### config.mk
export PLATFORM = sky130hd
export DESIGN_NAME = wireless_audio_irq_logic
export DESIGN_NICKNAME = d
export VERILOG_FILES = /design/src/common/irq_logic_pkg.sv /design/src/hw/wireless_audio_irq_logic.sv
export VERILOG_INCLUDE_DIRS = /design/src /design/src/common
export SDC_FILE = /design/constraint.sdc
export NUM_CORES = 1
export LEC_CHECK = 0
export ABC_AREA = 1
export CAP_MARGIN = 20
export CORE_MARGIN = 2
export CORE_UTILIZATION = 38
export DETAILED_ROUTE_END_ITERATION = 16
export DONT_BUFFER_PORTS = 1
export PLACE_DENSITY = 0.6
export SYNTH_ARGS = -nofsm -noshare
export SYNTH_HDL_FRONTEND = slang
export SYNTH_SLANG_ARGS = --single-unit
### constraint.sdc
create_clock -name core_clk_i -period 3.1 [get_ports core_clk_i]
set_clock_uncertainty 0.15 [all_clocks]
set_input_delay 0.62 -clock core_clk_i [delete_from_list [all_inputs] [get_ports core_clk_i]]
set_output_delay 0.62 -clock core_clk_i [all_outputs]
set_load 0.05 [all_outputs]
### src/common/irq_logic_regs.svh
// register offsets, field positions and reset values of the interrupt logic
`ifndef IRQ_LOGIC_REGS_SVH
`define IRQ_LOGIC_REGS_SVH
`define FLAGS_ADDR 8'h02
`define CONFIG_ADDR 8'h53
`define CFG_POL_BIT 7
`define BIT_BROKEN 6
`define BIT_POORQ 5
`define BIT_XFER 4
`define BIT_PIN 3
`define BIT_LERR 2
`define BIT_WAKE 1
`define FLAGS_CLR_ALL 8'h7F
`define FLAGS_USED_MASK 8'h7E
`define CONFIG_WR_MASK 8'hFE
`define FLAGS_RESET 8'h00
`define CONFIG_RESET 8'h00
`define LINK_QUALITY_VALUE_MAX 8'hFF
`endif

### src/common/irq_logic_pkg.sv
// types shared by the interrupt logic
package irq_logic_pkg;
	typedef logic [7:0] byte_t;
	typedef enum logic [1:0] {
		ROLE_TX = 2'b01,
		ROLE_RX = 2'b10
	} role_e;
endpackage

### src/hw/wireless_audio_irq_logic.sv
// interrupt flags, configuration and interrupt pin of the audio link device
// How it works
// - config bit 7 picks pin polarity: 0 active low, 1 active high
// - pin stays active until host writes one to the matching flag bit or reads the flag register
// - writing 0x7F to the flag register clears every flag
// - reading the flag register clears it and drops the interrupt
// - flag bit 6 marks broken link, config bit 6 enables it
// - flag bit 5 set when quality at or below warning threshold
// - flag bit 4 set when a remote command transfer completes
// - flag bit 3 marks change on remote inputs or own outputs
// - config bit 2 enables the link error interrupt
// - flag bit 1 marks wakeup from power down, config bit 1 enables
// - pin always present as transmitter, as receiver only with slave port
// - each device keeps its own flags and drives only its own pin
// - wakeup interrupt enabled masks every other source from the pin
// - in wakeup mode pin is active when powered up, idle in power down
// - poor quality and transfer done only raised in transmitter role
// - link quality is 255 minus packets lost in the fourteen-frame window
`timescale 1ns/10ps
`default_nettype none
`include "irq_logic_regs.svh"

module wireless_audio_irq_logic (
	// clock and reset
	input wire logic core_clk_i,
	input wire logic srst_i,
	// role and host interface presence
	input wire irq_logic_pkg::role_e role_i,
	input wire logic slave_if_en_i,
	// register port from the serial slave interface
	input wire logic [7:0] reg_addr_i,
	input wire logic reg_wr_i,
	input wire logic reg_rd_i,
	input wire logic [7:0] reg_wdata_i,
	output logic [7:0] reg_rdata_o,
	// event sources
	input wire logic link_broken_i,
	input wire logic [7:0] packets_lost_i,
	input wire logic quality_update_i,
	input wire logic [7:0] link_warning_threshold_i,
	input wire logic link_error_i,
	input wire logic remote_done_i,
	input wire logic [3:0] remote_input_pins_i,
	input wire logic [3:0] receiver_pin_io_i,
	input wire logic wakeup_i,
	input wire logic powered_up_i,
	// link quality and interrupt pin
	output logic [7:0] link_quality_value_o,
	output logic irq_o,
	output logic irq_oe_o
);
	import irq_logic_pkg::*;

	byte_t flags_q;
	byte_t config_q;
	byte_t flags_set;
	byte_t flags_clr;
	byte_t pending;
	logic [3:0] pins_q;
	logic pins_valid_q;
	logic [3:0] pins_now;
	logic is_tx;
	logic pin_present;
	logic irq_active;
	logic flags_rd;
	logic flags_wr;

	assign is_tx = (role_i == ROLE_TX);
	assign flags_rd = reg_rd_i && (reg_addr_i == `FLAGS_ADDR);
	assign flags_wr = reg_wr_i && (reg_addr_i == `FLAGS_ADDR);
	assign pins_now = is_tx ? remote_input_pins_i : receiver_pin_io_i;

	// link quality from loss count
	always_ff @(posedge core_clk_i) begin
		if (srst_i) begin
			link_quality_value_o <= `LINK_QUALITY_VALUE_MAX;
		end else if (quality_update_i) begin
			link_quality_value_o <= `LINK_QUALITY_VALUE_MAX - packets_lost_i;
		end
	end

	// previous pin levels for change detection
	always_ff @(posedge core_clk_i) begin
		if (srst_i) begin
			pins_q <= 4'h0;
			pins_valid_q <= 1'b0;
		end else begin
			pins_q <= pins_now;
			pins_valid_q <= 1'b1;
		end
	end

	// event detection into flag set vector
	always_comb begin
		flags_set = 8'h00;
		flags_set[`BIT_BROKEN] = link_broken_i;
		flags_set[`BIT_POORQ] = is_tx && quality_update_i &&
			((`LINK_QUALITY_VALUE_MAX - packets_lost_i) <= link_warning_threshold_i);
		flags_set[`BIT_XFER] = is_tx && remote_done_i;
		flags_set[`BIT_PIN] = pins_valid_q && (pins_now != pins_q);
		flags_set[`BIT_LERR] = link_error_i;
		flags_set[`BIT_WAKE] = wakeup_i;
	end

	// host clears: write-one, clear-all code, or read
	always_comb begin
		flags_clr = 8'h00;
		if (flags_rd) begin
			flags_clr = 8'hFF;
		end else if (flags_wr) begin
			flags_clr = (reg_wdata_i == `FLAGS_CLR_ALL) ? 8'hFF : reg_wdata_i;
		end
	end

	// flag register, set wins over clear
	always_ff @(posedge core_clk_i) begin
		if (srst_i) begin
			flags_q <= `FLAGS_RESET;
		end else begin
			flags_q <= ((flags_q & ~flags_clr) | flags_set) & `FLAGS_USED_MASK;
		end
	end

	// configuration register
	always_ff @(posedge core_clk_i) begin
		if (srst_i) begin
			config_q <= `CONFIG_RESET;
		end else if (reg_wr_i && (reg_addr_i == `CONFIG_ADDR)) begin
			config_q <= reg_wdata_i & `CONFIG_WR_MASK;
		end
	end

	// read data mux
	always_ff @(posedge core_clk_i) begin
		if (srst_i) begin
			reg_rdata_o <= 8'h00;
		end else if (reg_rd_i) begin
			unique case (reg_addr_i)
				`FLAGS_ADDR: reg_rdata_o <= flags_q;
				`CONFIG_ADDR: reg_rdata_o <= config_q;
				default: reg_rdata_o <= 8'h00;
			endcase
		end
	end

	// interrupt decision
	always_comb begin
		pending = flags_q & config_q & `FLAGS_USED_MASK;
		if (config_q[`BIT_WAKE]) begin
			irq_active = powered_up_i;
		end else begin
			irq_active = |pending;
		end
	end

	assign pin_present = is_tx || slave_if_en_i;

	// pin driver with polarity
	always_ff @(posedge core_clk_i) begin
		if (srst_i) begin
			irq_o <= 1'b1;
			irq_oe_o <= 1'b0;
		end else begin
			irq_o <= irq_active ~^ config_q[`CFG_POL_BIT];
			irq_oe_o <= pin_present;
		end
	end
endmodule
`default_nettype wire

### Word level (Yosys, flattened, before mapping)

Cells that the tools add are included.

* reductions and logical operators: 9
* muxes and demuxes: 7
* equal/unequal tests: 5
* bitwise logic cells: 5
* $lt $le $gt $ge: 1
* add/sub/neg operators: 1

Operators by type and width (number)
* $mux 7: 3
* $eq 8x7->1 const B: 2
* $pmux 8 s2: 1
* $and 7x7->7: 2
* $eq 8x2->1 const B: 1
* $le 8x8->1: 1
* $sub 8x8->8 const A: 1
* $logic_and 1x1->1: 7
* $not 7->7: 1
* $or 7x7->7: 1
* $reduce_or 6->1: 1
* $mux 4: 1
* $ne 4x4->1: 1
* $eq 2x1->1 const B: 1
* $mux 1: 2
* $logic_or 1x1->1: 1
* $xnor 1x1->1: 1

* logic and storage cells: 36
* output and inout bits: 18
* register bits: 36
* bits of input ports: 53

### Depth between registers and ports, before layout

Gate-level depths: netlist of the first run.

* depth in word-level cells: 7
* gate-level depth with buffers: 11
* mapped depth without buffers: 11

### Worst setup path before layout of the first run

No wires, ideal clock.

* path type: input -> register
* start: in packets_lost_i[1]
* end: reg flags_q[5]
* stages: 11
* setup time: 0.132 ns
* setup slack: 1.449 ns
* buffers on the path: 0
* required time: 2.818 ns
* data arrival time: 1.369 ns
* path through: inv_1 ha_1 inv_1 o21bai_1 nand2_1 nand2_1 nand2_1 nand2_1 nand2_1 nand2_1 a21oi_1

* longest elaborated chain between the ends: 4

RTL lines
* from (decl): RTL line wireless_audio_irq_logic.sv:38 `input wire logic [7:0] packets_lost_i,`
* $sub 8x8->8 (no source line)
* $le 8x8->1: RTL line wireless_audio_irq_logic.sv:98 `` ((`LINK_QUALITY_VALUE_MAX - packets_lost_i) <= link_warning_threshold_i); ``
* $logic_and 1x1->1: RTL line wireless_audio_irq_logic.sv:97 `` flags_set[`BIT_POORQ] = is_tx && quality_update_i && ``
* $or 7x7->7: RTL line wireless_audio_irq_logic.sv:120 `` flags_q <= ((flags_q & ~flags_clr) | flags_set) & `FLAGS_USED_MASK; ``
* to (signal assigned): RTL line wireless_audio_irq_logic.sv:118 `` flags_q <= `FLAGS_RESET; ``
* to (signal assigned): RTL line wireless_audio_irq_logic.sv:120
* to (decl): RTL line wireless_audio_irq_logic.sv:54 `byte_t flags_q;`

No other way between the ends.
A chain may end at the register's enable or synchronous reset.

### Final worst setup path of the first run

* start: reg link_quality_value_o[4]
* end: out link_quality_value_o[4]

RTL lines
* from (decl): RTL line wireless_audio_irq_logic.sv:48 `output logic [7:0] link_quality_value_o,`
* from (signal assigned): RTL line wireless_audio_irq_logic.sv:76 `` link_quality_value_o <= `LINK_QUALITY_VALUE_MAX; ``
* from (signal assigned): RTL line wireless_audio_irq_logic.sv:78 `` link_quality_value_o <= `LINK_QUALITY_VALUE_MAX - packets_lost_i; ``

No word-level cell between the ends.

==> metrics.cfg, run 1 <==
[pwr]
power_density_nw_per_um2 = 525
switching_share_pct = 25.8
p_seq_share_pct = 50.9
intPower_mw = 0.738
switching_power_mw = 0.256
clockPowerShare_pct = 41.4
p_comb_share_pct = 7.7
p_total_mw = 0.995
p_leak_nw = 0.834
ir_drop_v = 0.000262

[setup_path]
crit_arrival_ns = 0.94
setup.worst_path.start = link_quality_value_o[4]
crit_fanout = 2
worstPathRequired_ns = 2.33
endpoint_kind = primary output
worstSetupStartpointType = flip-flop
r2r_start = flags_q[4]
setup.worst_path.class = flip-flop to primary output

[detailed_routing]
wl_per_cell_um = 12.9
totalWireLength_um = 3900
drc_errors = 0
first_pass_iters = 4
drt.antenna.violating_nets = 0
vias = 1561
first_iter_violations = 75
vias_per_cell = 5.17

[clock_network]
clockBufferDepth = 2
cts_hold_buf = 0
cts_tree = done
clk_pin_slew_worst_paths_ns = 0.07
post_cts_resized = 0
numCtsBuffers = 5
cts_setup_buffers = 0
cts.sinks = 35
clkLatencyLatePin_ns = 0.29
clockRootBuffer = clkbuf_8
htreeDepth = 2

[global_routing]
grt_pass1_wl_um = 6580
grt_pass1_vias = 1555
overflow = 0
grt_max_degree = 35
track_usage_pct = 16.0
antenna_found_initial = 0

[place]
io_buffers = 0
dpl.hpwl_um = 2960
postPlaceCellArea_sq_um = 1780
gp_congestion = 0.740

[sta]
tightest_slew_ns = 0.527
rsz0062_at_grt = false
worst_hold_slack_ns = 0.246
finalHoldViolations = 0
min_period_ns = 1.71
period_share_pct = 55.2
slew_headroom_pct = 64.8
fmax_mhz = 584
slew_viol_final = 0
tns_ns = 0
setup_viol = 0

[synth]
synth_seq_cells = 35
yosysSeqAreaShare_pct = 39.4
synth_nets = 313
ys.warnings.count = 0
synth_area_sq_um = 1780
ys_types = 22
syn_avg_cell_area_sq_um = 7.06
synthCells = 252

[floorplanning]
die-width_um = 72.4
die_h_um = 72.4
placementRows = 24
dieArea_sq_um = 5240
initial_core_util_pct = 40.0
coreArea_sq_um = 4440
io_pins = 71

[finish]
syn2layout_area_growth_pct = 6.47
final_common_cell = nand2_1
drive_gt1_share_pct = 5.20
layout_common_cells = nand2_1, nand3_1, inv_1
diodes = 0
fin_nets = 310
fin_util_pct = 42.6
post-route-cell-area_sq_um = 1890
nFillCells = 488

[run]
drv_cap = 0

[hold_path]
hp-class = input port to flip-flop
hold_start = srst_i

[outcome]
status = complete, no violations

## sequential cells by signal, summed over array words and instances (netlist names)
signal	cells
reg_rdata_o	7
config_q	7
pins_valid_q	1
irq_o	1
pins_q	4
irq_oe_o	1
flags_q	6
link_quality_value_o	8
## cell type report
| class | instances | area (sq um) | share of cell area [%] |
|---|---|---|---|
| inverters | 40 | 150 | 7.93 |
| flip-flops and latches | 35 | 701 | 37.0 |
| multi-input cells | 166 | 857 | 45.3 |
| repair buffers | 1 | 7.51 | 0.397 |
| clock inverters | 3 | 43.8 | 2.31 |
| well taps | 52 | 65.1 | 3.44 |
| clock buffers | 5 | 68.8 | 3.64 |
## stage by stage
step	std cells	setup WS, ns
floorplan	252	1.45
global placement	294	1.12
detailed placement	294	1.11
CTS	302	1.37
global route	302	1.31
finish	302	1.39
## Yosys cell counts
cell       n  area share, %
ha_1       8            5.6
nand3_1   42             12
nor2_4     1           0.63
nor2_1    10            2.1
nand4_1    5            1.8
o21a_1     1           0.42
buf_4      1           0.42
a21oi_1   27            7.6
buf_6      3            1.9
nand2_1   47            9.9
nor2_2     1           0.35
o21bai_1   1           0.42
inv_1     39            8.2
o21ai_0   11            3.1
nand2_4    1           0.63
a31oi_1    9            3.2
buf_2      2           0.56
nand3b_1   1           0.42
dfxtp_1   35             39
inv_2      1           0.21
conb_1     1           0.21
clkbuf_1   5            1.1
## path summary, 6_finish.rpt
path / to / slack [ns] / depth (start not counted)
hold / removal: config_q[1] / 0.25 / 1
setup / recovery: link_quality_value_o[4] / 1.39 / 0
hold reg to reg: flags_q[3] / 0.29 / 2
setup reg to reg: irq_o / 1.92 / 7
## metal layers
layer  track usage (%)  vias up  part of all wire [%]
met5                 0        -                     0
met1              17.9      670                    44
met4              7.20        0                   1.8
li1                  -      823                     -
met2              28.3       61                    47
met3              4.44        7                   7.6
## cell families after synthesis
logic type / Yosys count / share of synthesized area, %
buffers and inverters: 51 / 12.4
adder cells (fa/ha/maj): 8 / 5.63
flip-flops: 35 / 39.4
AO/OA/AOI/OAI: 49 / 14.7
other: 1 / 0.211
AND/OR/NAND/NOR: 108 / 27.7
## power groups by stage
stage          Clock [mW]  Combinational, mW  Sequential [mW]
4_1_cts             0.429             0.0781            0.507
5_1_grt             0.448             0.0904            0.509
3_3_place_gp            0             0.0750            0.517
6_report            0.412             0.0764            0.507
3_5_place_dp            0             0.0774            0.517
2_1_floorplan           0             0.0783            0.514
Note: power is estimated with default switching activity, not from simulation.
==> run 2, diff against run 1 <==
PLACE_DENSITY = 0.62   (was 0.6)
clock period = 1.5 ns   (was 3.1 ns; I/O delays follow)
==> metrics.cfg, run 2 (synthesis results as in run 1) <==
[floorplanning]
die_h_um = 72.4
die-width_um = 72.4
placementRows = 24
dieArea_sq_um = 5240
io_pins = 71
coreArea_sq_um = 4440
initial_core_util_pct = 40.0

[finish]
drive_gt1_share_pct = 7.43
diodes = 0
final_common_cell = nand2_1
largest_reg_flops = 8
largest-register = link_quality_value_o
layout_common_cells = nand2_1, nand3_1, inv_1
top_regs = link_quality_value_o (8), config_q (7), reg_rdata_o (7)
syn2layout_area_growth_pct = 15.9
fin_nets = 330
post-route-cell-area_sq_um = 2060

[clock_network]
numCtsBuffers = 5
clockRootBuffer = clkbuf_8
cts.sinks = 35
clk_pin_slew_worst_paths_ns = 0.07
clockBufferDepth = 2
clkLatencyLatePin_ns = 0.28
htreeDepth = 2
cts_tree = done
cts_setup_buffers = 0

[sta]
rsz0062_at_grt = false
slew_headroom_pct = 65.5
slew_viol_final = 0
min_period_ns = 1.38
fmax_mhz = 725
finalHoldViolations = 0
period_share_pct = 91.9
tightest_slew_ns = 0.517
setup_viol = 0
tns_ns = 0

[setup_path]
setup.worst_path.class = flip-flop to primary output
crit_fanout = 2
worstSetupStartpointType = flip-flop
crit_end = link_quality_value_o[4]
cp.depth = 0
r2r_slack_ns = 0.32
crit_arrival_ns = 0.93
ff2ff_path_depth = 7
setup.worst_path.start = link_quality_value_o[4]
endpoint_kind = primary output
r2r_start = flags_q[4]
r2r_end = irq_o
worstPathRequired_ns = 1.05

[pwr]
ir_drop_v = 0.000458
p_leak_nw = 0.921
power_density_nw_per_um2 = 941

[detailed_routing]
first_pass_iters = 4
wl_per_cell_um = 12.7
first_iter_violations = 115
vias_per_cell = 5.06
drt.antenna.violating_nets = 0
drc_errors = 0
totalWireLength_um = 4070
vias = 1624

[place]
gp_congestion = 0.740
dpl.hpwl_um = 2950
postPlaceCellArea_sq_um = 1830
io_buffers = 0

[global_routing]
grt_max_degree = 35
overflow = 0
grt_pass1_vias = 1599
track_usage_pct = 16.6
grt_pass1_wl_um = 6760
antenna_found_initial = 0

[hold_path]
hp-class = input port to flip-flop
holdPathStages = 2

[run]
drv_cap = 0

[outcome]
status = complete, no violations

==> run 2: how the worst min path moves through the flow <==
stage / startpoint / endpoint
global placement: srst_i / reg_rdata_o[7]
global route: remote_done_i / flags_q[4]
floorplan: packets_lost_i[0] / link_quality_value_o[0]
CTS: remote_done_i / flags_q[4]
detailed placement: srst_i / config_q[1]
finish: remote_done_i / flags_q[4]
==> run 2: final cells by class <==
| cell class | count | area, sq um |
|---|---|---|
| clock buffer | 6 | 82.6 |
| clock inverter | 1 | 5.00 |
| fill | 460 | 2380 |
| inverter | 40 | 150 |
| multi-input combinational | 166 | 857 |
| sequential | 35 | 701 |
| tap | 52 | 65.1 |
| timing repair buffer | 21 | 200 |
==> run 2: power breakdown <==
group	internal (mW)	switching (mW)	total [mW]
combinational	0.0920	0.113	0.205
clock	0.360	0.326	0.686
sequential	0.966	0.0811	1.05
total	1.42	0.520	1.94
==> run 2: stage by stage <==
stage / std cells / hold slack (ns) / power, mW / utilization [%] / worst slack, ns
2_1_floorplan: 252 / 0.250 / 1.22 / - / 0.169
3_3_place_gp: 301 / 0.224 / 1.22 / 41.2 / 0.0951
3_5_place_dp: 301 / 0.226 / 1.23 / 41.2 / 0.0903
4_1_cts: 321 / 0.00489 / 1.98 / 46.4 / 0.101
5_1_grt: 321 / 0.0122 / 2.05 / 46.4 / 0.0825
6_report: 321 / 0.0141 / 1.94 / 46.4 / 0.121
==> run 2: routing by layer <==
metal  part of all wire, %  routed length (um)  GRT usage [%]  vias to the layer above
met3                   7.1                 290           4.86                        7
met1                    44                1800           18.9                      698
met2                    47                1900           29.0                       62
li1                      -                   -              -                      857
met5                     0                   0              0                        -
met4                   1.8                  72           7.20                        0
==> run 2: repair_timing <==
action / in CTS / in global routing
endpoints found under the hold margin: 34 / 0
hold buffers: 13 / 0
gates resized for setup: 0 / 0
